## config.mk

```make
export PLATFORM = sky130hd
export DESIGN_NAME = acs_sequencer
export DESIGN_NICKNAME = d
export VERILOG_FILES = /design/src/inc/acs_pkg.sv /design/src/core/acs_sequencer.sv /design/src/core/acs_sar.sv
export SDC_FILE = /design/constraint.sdc
export NUM_CORES = 1
export LEC_CHECK = 0
export BUFFER_PORTS_ARGS = -buffer_cell sky130_fd_sc_hd__buf_2
export CAP_MARGIN = 20
export CORE_ASPECT_RATIO = 1.25
export CORE_MARGIN = 1
export CORE_UTILIZATION = 55
export CTS_CLUSTER_DIAMETER = 200
export CTS_CLUSTER_SIZE = 8
export DETAILED_ROUTE_END_ITERATION = 10
export HOLD_SLACK_MARGIN = 0.1
export PLACE_DENSITY = 0.83
export SYNTH_ARGS = -nofsm -noshare
export SYNTH_HDL_FRONTEND = slang
export SYNTH_HIERARCHICAL = 1
export SYNTH_SLANG_ARGS = --single-unit
```

## constraint.sdc

```tcl
create_clock -name clk -period 5.7 [get_ports clk]
set_input_delay 0.285 -clock clk [delete_from_list [all_inputs] [get_ports clk]]
set_output_delay 0.285 -clock clk [all_outputs]
set_load 0.005 [all_outputs]
```

## src/inc/acs_pkg.sv

```systemverilog
// shared constants and types of the conversion sequencer
package acs_pkg;

  // ---------------------------------------------------------------
  // register bus geometry
  // ---------------------------------------------------------------
  localparam int ACS_ADDR_W = 8;
  localparam int ACS_DATA_W = 8;

  // ---------------------------------------------------------------
  // register offsets
  // ---------------------------------------------------------------
  localparam logic [7:0] ACS_IRQ_ADDR = 8'hc0;    // interrupt_request_flags
  localparam logic [7:0] ACS_CTRL_ADDR = 8'hd8;   // converter control and status
  localparam logic [7:0] ACS_RESULT_ADDR = 8'hd9; // conversion_result_register
  localparam logic [7:0] ACS_REF_ADDR = 8'hda;    // reference_program_register

  // ---------------------------------------------------------------
  // field positions
  // ---------------------------------------------------------------
  localparam int ACS_CTRL_CHAN_LSB = 0;
  localparam int ACS_CTRL_CHAN_W = 3;
  localparam int ACS_CTRL_CONT_BIT = 3;
  localparam int ACS_CTRL_BUSY_BIT = 4;
  localparam int ACS_CTRL_EXT_BIT = 5;
  localparam int ACS_IRQ_DONE_BIT = 0;

  // ---------------------------------------------------------------
  // reset values
  // ---------------------------------------------------------------
  localparam logic [7:0] ACS_CTRL_RESET = 8'h00;
  localparam logic [7:0] ACS_IRQ_RESET = 8'h00;
  localparam logic [7:0] ACS_RESULT_RESET = 8'h00;
  localparam logic [7:0] ACS_REF_RESET = 8'h00;

  // ---------------------------------------------------------------
  // timing in machine cycles (one clk period each), clock period in ns, code and counter widths
  // ---------------------------------------------------------------
  localparam int ACS_CLK_PERIOD_NS = 50;
  localparam int ACS_LOAD_CYC = 2;
  localparam int ACS_SAMPLE_CYC = 5;
  localparam int ACS_TOTAL_CYC = 14;
  localparam int ACS_DONE_LEAD_CYC = 3;
  localparam int ACS_BUSY_LEAD_CYC = 1;
  localparam int ACS_SAR_BITS = 8;
  localparam int ACS_CNT_W = 8;

  // ---------------------------------------------------------------
  // types
  // ---------------------------------------------------------------
  typedef enum logic {ACS_IDLE, ACS_RUN} acs_state_type;

  // controls toward the analog converter core
  typedef struct packed {
    logic sample_connect;
    logic load_phase;
    logic [ACS_CTRL_CHAN_W-1:0] channel;
    logic [ACS_DATA_W-1:0] ref_program;
    logic [ACS_SAR_BITS-1:0] trial_code;
  } acs_analog_type;

endpackage

```

## src/core/acs_sequencer.sv

```systemverilog
// conversion sequencer: start control, phases, flags and result transfer
//
// Summary of operation
// RL1: register write starts conversion when internal start
// RL2: software trigger restarts a running conversion
// RL3: conversion and busy begin next cycle
// RL4: external start: low pin starts, writes don't
// RL5: capacitor array connected throughout sample phase
// RL6: load, then rest of sample, then approximation
// RL7: last cycle moves value into result register
// RL8: busy clears before the result transfer cycle
// RL9: completion sets done flag in request register
// RL10: done flag set fixed cycles before transfer
// RL11: continuous: next conversion starts right after
// RL12: single mode one conversion; continuous repeats
// RL13: external continuous runs while pin stays low
// RL14: result held until overwritten; software accessible
// RL15: phase lengths and flag lead are parameters
// RL16: software clears done flag after servicing
//
// The address-and-strobe port was decided locally.
`timescale 1ns/1ps
module acs_sequencer
  import acs_pkg::*;
#(
  parameter int LOAD_CYC = ACS_LOAD_CYC,
  parameter int SAMPLE_CYC = ACS_SAMPLE_CYC,
  parameter int TOTAL_CYC = ACS_TOTAL_CYC,
  parameter int DONE_LEAD_CYC = ACS_DONE_LEAD_CYC,
  parameter int BUSY_LEAD_CYC = ACS_BUSY_LEAD_CYC
) (
  input wire logic clk,
  input wire logic reset,
  input wire logic [ACS_ADDR_W-1:0] bus_addr,
  input wire logic [ACS_DATA_W-1:0] bus_wdata,
  input wire logic bus_wr,
  input wire logic bus_rd,
  output logic [ACS_DATA_W-1:0] bus_rdata,
  input wire logic external_start_pin_n,
  input wire logic comparator_above,
  output acs_analog_type analog_ctrl,
  output logic conversion_busy_flag,
  output logic conversion_done_flag
);

  localparam int CNT_W = ACS_CNT_W;
  // phase boundaries as counter values
  localparam logic [CNT_W-1:0] LOAD_C = CNT_W'(LOAD_CYC); // [RL15]
  localparam logic [CNT_W-1:0] SAMPLE_C = CNT_W'(SAMPLE_CYC); // [RL15]
  localparam logic [CNT_W-1:0] SAR_END_C = CNT_W'(SAMPLE_CYC + ACS_SAR_BITS);
  localparam logic [CNT_W-1:0] LAST_C = CNT_W'(TOTAL_CYC - 1); // [RL15]
  localparam logic [CNT_W-1:0] DONE_C = CNT_W'(TOTAL_CYC - 1 - DONE_LEAD_CYC); // [RL15]
  localparam logic [CNT_W-1:0] BUSY_END_C = CNT_W'(TOTAL_CYC - BUSY_LEAD_CYC);

  typedef struct packed {
    acs_state_type state;
    logic [CNT_W-1:0] cnt;
    logic [ACS_CTRL_CHAN_W-1:0] chan;
    logic cont;
    logic ext;
    logic [ACS_DATA_W-1:0] ref_prog;
    logic [ACS_DATA_W-1:0] result;
    logic [ACS_DATA_W-1:0] irq;
    logic [ACS_DATA_W-1:0] rdata;
    logic pin_meta;
    logic pin_sync;
    logic pin_last;
  } acs_main_state_type;

  acs_main_state_type s_r;
  acs_main_state_type s_nxt;

  logic running;
  logic last_cyc;
  logic int_start;
  logic ext_fall;
  logic ext_hold;
  logic auto_next;
  logic start;
  logic done_set;
  logic sar_step;
  logic [ACS_SAR_BITS-1:0] sar_code;

  // assemble the control/status byte
  function automatic logic [ACS_DATA_W-1:0] ctrl_byte(input acs_main_state_type s,
                                                     input logic busy);
    logic [ACS_DATA_W-1:0] v;
    v = ACS_CTRL_RESET;
    v[ACS_CTRL_CHAN_LSB +: ACS_CTRL_CHAN_W] = s.chan;
    v[ACS_CTRL_CONT_BIT] = s.cont;
    v[ACS_CTRL_BUSY_BIT] = busy;
    v[ACS_CTRL_EXT_BIT] = s.ext;
    return v;
  endfunction

  // ---------------------------------------------------------------
  // start and phase decode
  // ---------------------------------------------------------------
  assign running = (s_r.state == ACS_RUN);
  assign last_cyc = running && (s_r.cnt == LAST_C);
  // any written value starts, only with internal start selected
  assign int_start = bus_wr && (bus_addr == ACS_REF_ADDR) && !s_r.ext; // [RL1] [RL4]
  // high in one sample, low in the next
  assign ext_fall = s_r.ext && s_r.pin_last && !s_r.pin_sync; // [RL4]
  // continuous external: idle while pin is low starts again
  assign ext_hold = s_r.ext && s_r.cont && !running && !s_r.pin_sync; // [RL13]
  // continuous: chain directly after the last cycle
  assign auto_next = last_cyc && s_r.cont && (!s_r.ext || !s_r.pin_sync); // [RL11] [RL12] [RL13]
  assign start = int_start || ext_fall || ext_hold || auto_next; // [RL2]
  assign done_set = running && (s_r.cnt == DONE_C); // [RL9] [RL10]
  assign sar_step = running && (s_r.cnt >= SAMPLE_C) && (s_r.cnt < SAR_END_C); // [RL6]

  // ---------------------------------------------------------------
  // next-state logic
  // ---------------------------------------------------------------
  always_comb begin
    s_nxt = s_r;
    // two-flop synchroniser plus one history flop
    s_nxt.pin_meta = external_start_pin_n;
    s_nxt.pin_sync = s_r.pin_meta;
    s_nxt.pin_last = s_r.pin_sync;

    // software writes
    if (bus_wr) begin
      case (bus_addr)
        ACS_CTRL_ADDR: begin
          s_nxt.chan = bus_wdata[ACS_CTRL_CHAN_LSB +: ACS_CTRL_CHAN_W];
          s_nxt.cont = bus_wdata[ACS_CTRL_CONT_BIT];
          s_nxt.ext = bus_wdata[ACS_CTRL_EXT_BIT];
        end
        ACS_RESULT_ADDR: s_nxt.result = bus_wdata; // [RL14]
        ACS_REF_ADDR: s_nxt.ref_prog = bus_wdata;
        ACS_IRQ_ADDR: s_nxt.irq = bus_wdata; // [RL16]
        default: ;
      endcase
    end

    // conversion sequence
    unique case (s_r.state)
      ACS_IDLE: ;
      ACS_RUN: begin
        s_nxt.cnt = s_r.cnt + CNT_W'(1);
        if (last_cyc) begin
          s_nxt.result = sar_code; // [RL7]
          s_nxt.state = ACS_IDLE; // [RL12]
        end
      end
    endcase

    // hardware set wins over a software clear
    if (done_set) begin
      s_nxt.irq[ACS_IRQ_DONE_BIT] = 1'b1; // [RL9]
    end

    // a trigger abandons any running conversion
    if (start) begin
      s_nxt.state = ACS_RUN; // [RL3]
      s_nxt.cnt = '0; // [RL2]
    end

    // read data valid only in the cycle after the strobe
    s_nxt.rdata = '0;
    if (bus_rd) begin
      case (bus_addr)
        ACS_CTRL_ADDR: s_nxt.rdata = ctrl_byte(s_r, conversion_busy_flag);
        ACS_RESULT_ADDR: s_nxt.rdata = s_r.result; // [RL14]
        ACS_REF_ADDR: s_nxt.rdata = s_r.ref_prog;
        ACS_IRQ_ADDR: s_nxt.rdata = s_r.irq;
        default: s_nxt.rdata = '0;
      endcase
    end
  end

  // state register
  always_ff @(posedge clk) begin
    if (reset) begin
      s_r.state <= ACS_IDLE;
      s_r.cnt <= '0;
      s_r.chan <= ACS_CTRL_RESET[ACS_CTRL_CHAN_LSB +: ACS_CTRL_CHAN_W];
      s_r.cont <= ACS_CTRL_RESET[ACS_CTRL_CONT_BIT];
      s_r.ext <= ACS_CTRL_RESET[ACS_CTRL_EXT_BIT];
      s_r.ref_prog <= ACS_REF_RESET;
      s_r.result <= ACS_RESULT_RESET;
      s_r.irq <= ACS_IRQ_RESET;
      s_r.rdata <= '0;
      s_r.pin_meta <= 1'b1;
      s_r.pin_sync <= 1'b1;
      s_r.pin_last <= 1'b1;
    end else begin
      s_r <= s_nxt;
    end
  end

  // ---------------------------------------------------------------
  // approximation engine
  // ---------------------------------------------------------------
  acs_sar #(
    .BITS(ACS_SAR_BITS)
  ) u_sar (
    .clk(clk),
    .reset(reset),
    .clear(start),
    .step(sar_step),
    .comp_above(comparator_above),
    .code(sar_code)
  );

  // ---------------------------------------------------------------
  // outputs
  // ---------------------------------------------------------------
  // busy drops before the transfer cycle
  assign conversion_busy_flag = running && (s_r.cnt < BUSY_END_C); // [RL3] [RL8]
  assign conversion_done_flag = s_r.irq[ACS_IRQ_DONE_BIT];
  assign bus_rdata = s_r.rdata;
  assign analog_ctrl.sample_connect = running && (s_r.cnt < SAMPLE_C); // [RL5]
  assign analog_ctrl.load_phase = running && (s_r.cnt < LOAD_C); // [RL6]
  assign analog_ctrl.channel = s_r.chan;
  assign analog_ctrl.ref_program = s_r.ref_prog;
  assign analog_ctrl.trial_code = sar_code;
endmodule

```

## src/core/acs_sar.sv

```systemverilog
// successive-approximation code register of the conversion sequencer
`timescale 1ns/1ps
module acs_sar
  import acs_pkg::*;
#(
  parameter int BITS = ACS_SAR_BITS
) (
  input wire logic clk,
  input wire logic reset,
  input wire logic clear,
  input wire logic step,
  input wire logic comp_above,
  output logic [BITS-1:0] code
);

  typedef struct packed {
    logic [BITS-1:0] trial;
    logic [BITS-1:0] mask;
  } acs_sar_state_type;

  acs_sar_state_type s_r;
  acs_sar_state_type s_nxt;

  // ---------------------------------------------------------------
  // bit decisions, most significant first
  // ---------------------------------------------------------------
  always_comb begin
    s_nxt = s_r;
    if (clear) begin
      s_nxt.trial = {1'b1, {(BITS-1){1'b0}}};
      s_nxt.mask = {1'b1, {(BITS-1){1'b0}}};
    end else if (step && (s_r.mask != '0)) begin
      // keep the tried bit only if input lies above the trial level
      s_nxt.trial = (comp_above ? s_r.trial : (s_r.trial & ~s_r.mask)) | (s_r.mask >> 1);
      s_nxt.mask = s_r.mask >> 1;
    end
  end

  // state register
  always_ff @(posedge clk) begin
    if (reset) begin
      s_r <= '0;
    end else begin
      s_r <= s_nxt;
    end
  end

  assign code = s_r.trial;

endmodule

```

==> results.md <==
* Total number of vias at 2439
* FP Rows at 30
* Category of the most critical setup path: flip-flop to flip-flop
* Post-synth top flop: sky130_fd_sc_hd__dfxtp_1
* Routability cong. at 0.8968
* Count of yosys warnings during synthesis at 6
* Number of nets produced by synthesis at 373
* Ratio of routed vias to standard cells at 5.672
* Critical Path Sink Type: flip-flop
* Number of I/O pins at 53
* Timing-limited maximum frequency at 388.7 MHz
* Core area at 5405 µm²
* Die H at 85.78 µm
* Synthesis-to-layout area growth at 7.253%
* Final-stage net count at about 390
* Maximum root-to-sink buffer count at 2
* Final setup vio count at 0
* Most used cell, CP: sky130_fd_sc_hd__or2_1
* Share of synthesized area occupied by flip-flops and latches at 0.4214
* Number of enable flip-flop cells after synthesis at 0
* Dominant cells by area after synthesis: sky130_fd_sc_hd__dfxtp_1, sky130_fd_sc_hd__buf_4, sky130_fd_sc_hd__a21oi_1
* Status: finished clean
* Number of buffers inserted to repair setup after CTS at 0
* Number of hold-repair buffers added at the cts stage at 0
* Fraction of layout instances using a drive strength above 1 at 0.2295
* Area occupied by multi-input gates at 1440 µm²
* Setup total negative slack at 0 ns
* Layout Skew at 0.009420 ns
* Ant. Diodes at 0
* Detailed Routing Iterations Pass 1 at 4
* Total congestion overflow after global routing at 0
* Reg area at between 1000 and 1500 µm²
* Max Cap Viol at 0
* Number of port buffers at 52
* Max rail drop VDD at 140.5 µV
* First-iteration detailed-routing DRC count at 182
* Total global-route track usage at 0.2270
* Worst slew margin relative to its limit at 0.4996
* Cell Area, Synth at 3088 µm²
* Maximum fanout encountered on the critical timing path at 17
* Post-Syn Area per Cell at 8.899 µm²
* Number of global-route vias before repair at around 2300
* Area share of the largest cell type after synthesis at 0.4214
* Final worst path period share at 0.4514
* CTS tree: yes
* Post-Route WL at 6327 µm
* Clock slew at the register clock pins of the worst setup and hold paths at 0.07 ns
* Seq cells post-synth at 65
* Effective utilization at floorplan at 0.5713
* CTS H-tree lvls at 3
* Pwr per Cell Area at 263.0 nW/µm²
* Kind of start point of the critical path: flip-flop
* Number of max-slew violations in the final report at 0
* Area of the die at approximately 5900 µm²
* Wirelength per Cell at 14.71 µm
* Data required time at the worst endpoint at 5.88 ns
* Most frequently used cell type in the post-synthesis netlist: sky130_fd_sc_hd__dfxtp_1
* Clock Latency Late Sink at 0.34 ns
* Slowest stage delay, CP at about 0.52 ns
* Hold/Removal Path Class: input pin to flip-flop
* Setup repair after global routing missed its margin: false
* Detail Placement HPWL at 4544 µm
* Min cycle time layout at 2.573 ns
* Pin count of the biggest net entering global routing at 37
* Number of filler cells placed in the layout at 474
* Clk root buf: sky130_fd_sc_hd__clkbuf_8
* Cell Area, Placed at 3115 µm²
* Leakage dissipation at between 0.001 and 0.0015 µW
* FFs w/ async S/R, synth at 0
* Cell variety after synth at 43
* CTS buffer count at 9
* Synth cell count leaders: sky130_fd_sc_hd__dfxtp_1, sky130_fd_sc_hd__a21oi_1, sky130_fd_sc_hd__nand2_1
* Horizontal extent of the die at 69.02 µm
* DRC errors left at 0
* Finished layout cell area at 3312 µm²
* Post-layout power at between 800 and 900 µW
* Number of cells produced by synthesis at 347
* Final ANT Viol Nets at 0
* Hold violation count in the final report at 0
* Antenna violations before repair at 0
* Cells along the critical path: nor4_4 > nand3_4 > a221oi_4 > or2_1 > or2_1 > a311oi_1
* Post-cts resize count at 0
* Slowest cell on the critical path: sky130_fd_sc_hd__a221oi_4
* Signal arrival time at the worst endpoint at 2.76 ns
* Sinks on Clock Net at 65
* Cell accounting for the most synthesized area: sky130_fd_sc_hd__dfxtp_1
* Global-route wire length before repair at around 11000 µm
* Worst Tran Pin Value at 0.7501 ns
==> area by class of cell <==
type                       instances  area share
multi-input combinational        225      0.4348
sequential                        65      0.3929
tap                               64     0.02418
clock buffer                      11     0.04269
clock inverter                     5     0.01662
inverter                           7    0.007934
timing repair buffer              53     0.08085
==> path summary, 6_finish.rpt <==
check | from | to | slack, ns | depth (start not counted)
setup reg to reg | s_r[44] | u_sar/code[2] | 3.13 | 6
hold reg to reg | s_nxt[1] | s_nxt[0] | 0.41 | 1
hold / removal | external_start_pin_n | s_nxt[1] | 0.13 | 2
setup / recovery | s_r[44] | u_sar/code[2] | 3.13 | 6
==> critical path: cells and delay by family, from the launching register on <==
family | cells | cell delay (ns)
and+or+nand+nor | 4 | 1.43
DFF | 1 | 0.36
AOI/OAI and AO/OA | 2 | 0.62
==> layer usage <==
layer	share of wire	track usage	up-vias
li1	-	-	1224
met3	0.040	0.03643	15
met5	0	0	-
met2	0.50	0.3866	82
met1	0.43	0.2641	1118
met4	0.031	0.1484	0
==> cell families after synthesis <==
family,count (synthesis),share of synthesized area
compound gates,76,0.1665
xor+xnor,7,0.01985
mux,20,0.06685
flops,65,0.4214
buf+inv,57,0.1143
simple gates,118,0.1949
fa+ha+maj,4,0.01621
==> registers in the layout, summed over array words and instances (netlist names) <==
name / count
bus_rdata: 8
u_sar/code: 8
u_sar/s_r: 8
conversion_done_flag: 1
s_r: 26
analog_ctrl: 11
s_nxt: 2
running: 1
==> cell usage in the layout, fill, tap and decap left out, types with 5 or more instances in the layout <==
cell type                  count
sky130_fd_sc_hd__nand3_1      16
sky130_fd_sc_hd__a22oi_1       8
sky130_fd_sc_hd__mux2_2        5
sky130_fd_sc_hd__nand2b_1      8
sky130_fd_sc_hd__inv_1         7
sky130_fd_sc_hd__clkbuf_8     10
sky130_fd_sc_hd__a311oi_1      5
sky130_fd_sc_hd__a21oi_1      41
sky130_fd_sc_hd__mux2i_1      15
sky130_fd_sc_hd__buf_2        52
sky130_fd_sc_hd__nor2_1       20
sky130_fd_sc_hd__dfxtp_1      65
sky130_fd_sc_hd__a211oi_1      9
sky130_fd_sc_hd__nand4_1       7
sky130_fd_sc_hd__nand2_1      37
sky130_fd_sc_hd__nor3_1        8
==> where the power goes <==
part           leakage (µW)  total, µW  switching, µW  internal (µW)
sequential         0.000524        456          0.734            455
combinational      0.000634       27.6           18.4           9.13
clock             0.0000953        388            175            212
==> per-stage QoR <==
stage                     cells  utilization  worst slack [ns]  hold slack (ns)
after floorplan             347            -             3.687           0.3541
after global placement      414       0.5764             3.254           0.3919
after detailed placement    414       0.5764             3.142           0.3957
after CTS                   430       0.6127             3.121           0.1169
after global routing        430       0.6127             2.916           0.1266
final                       430       0.6127             3.127           0.1284
(Power assumes the default switching activity.)
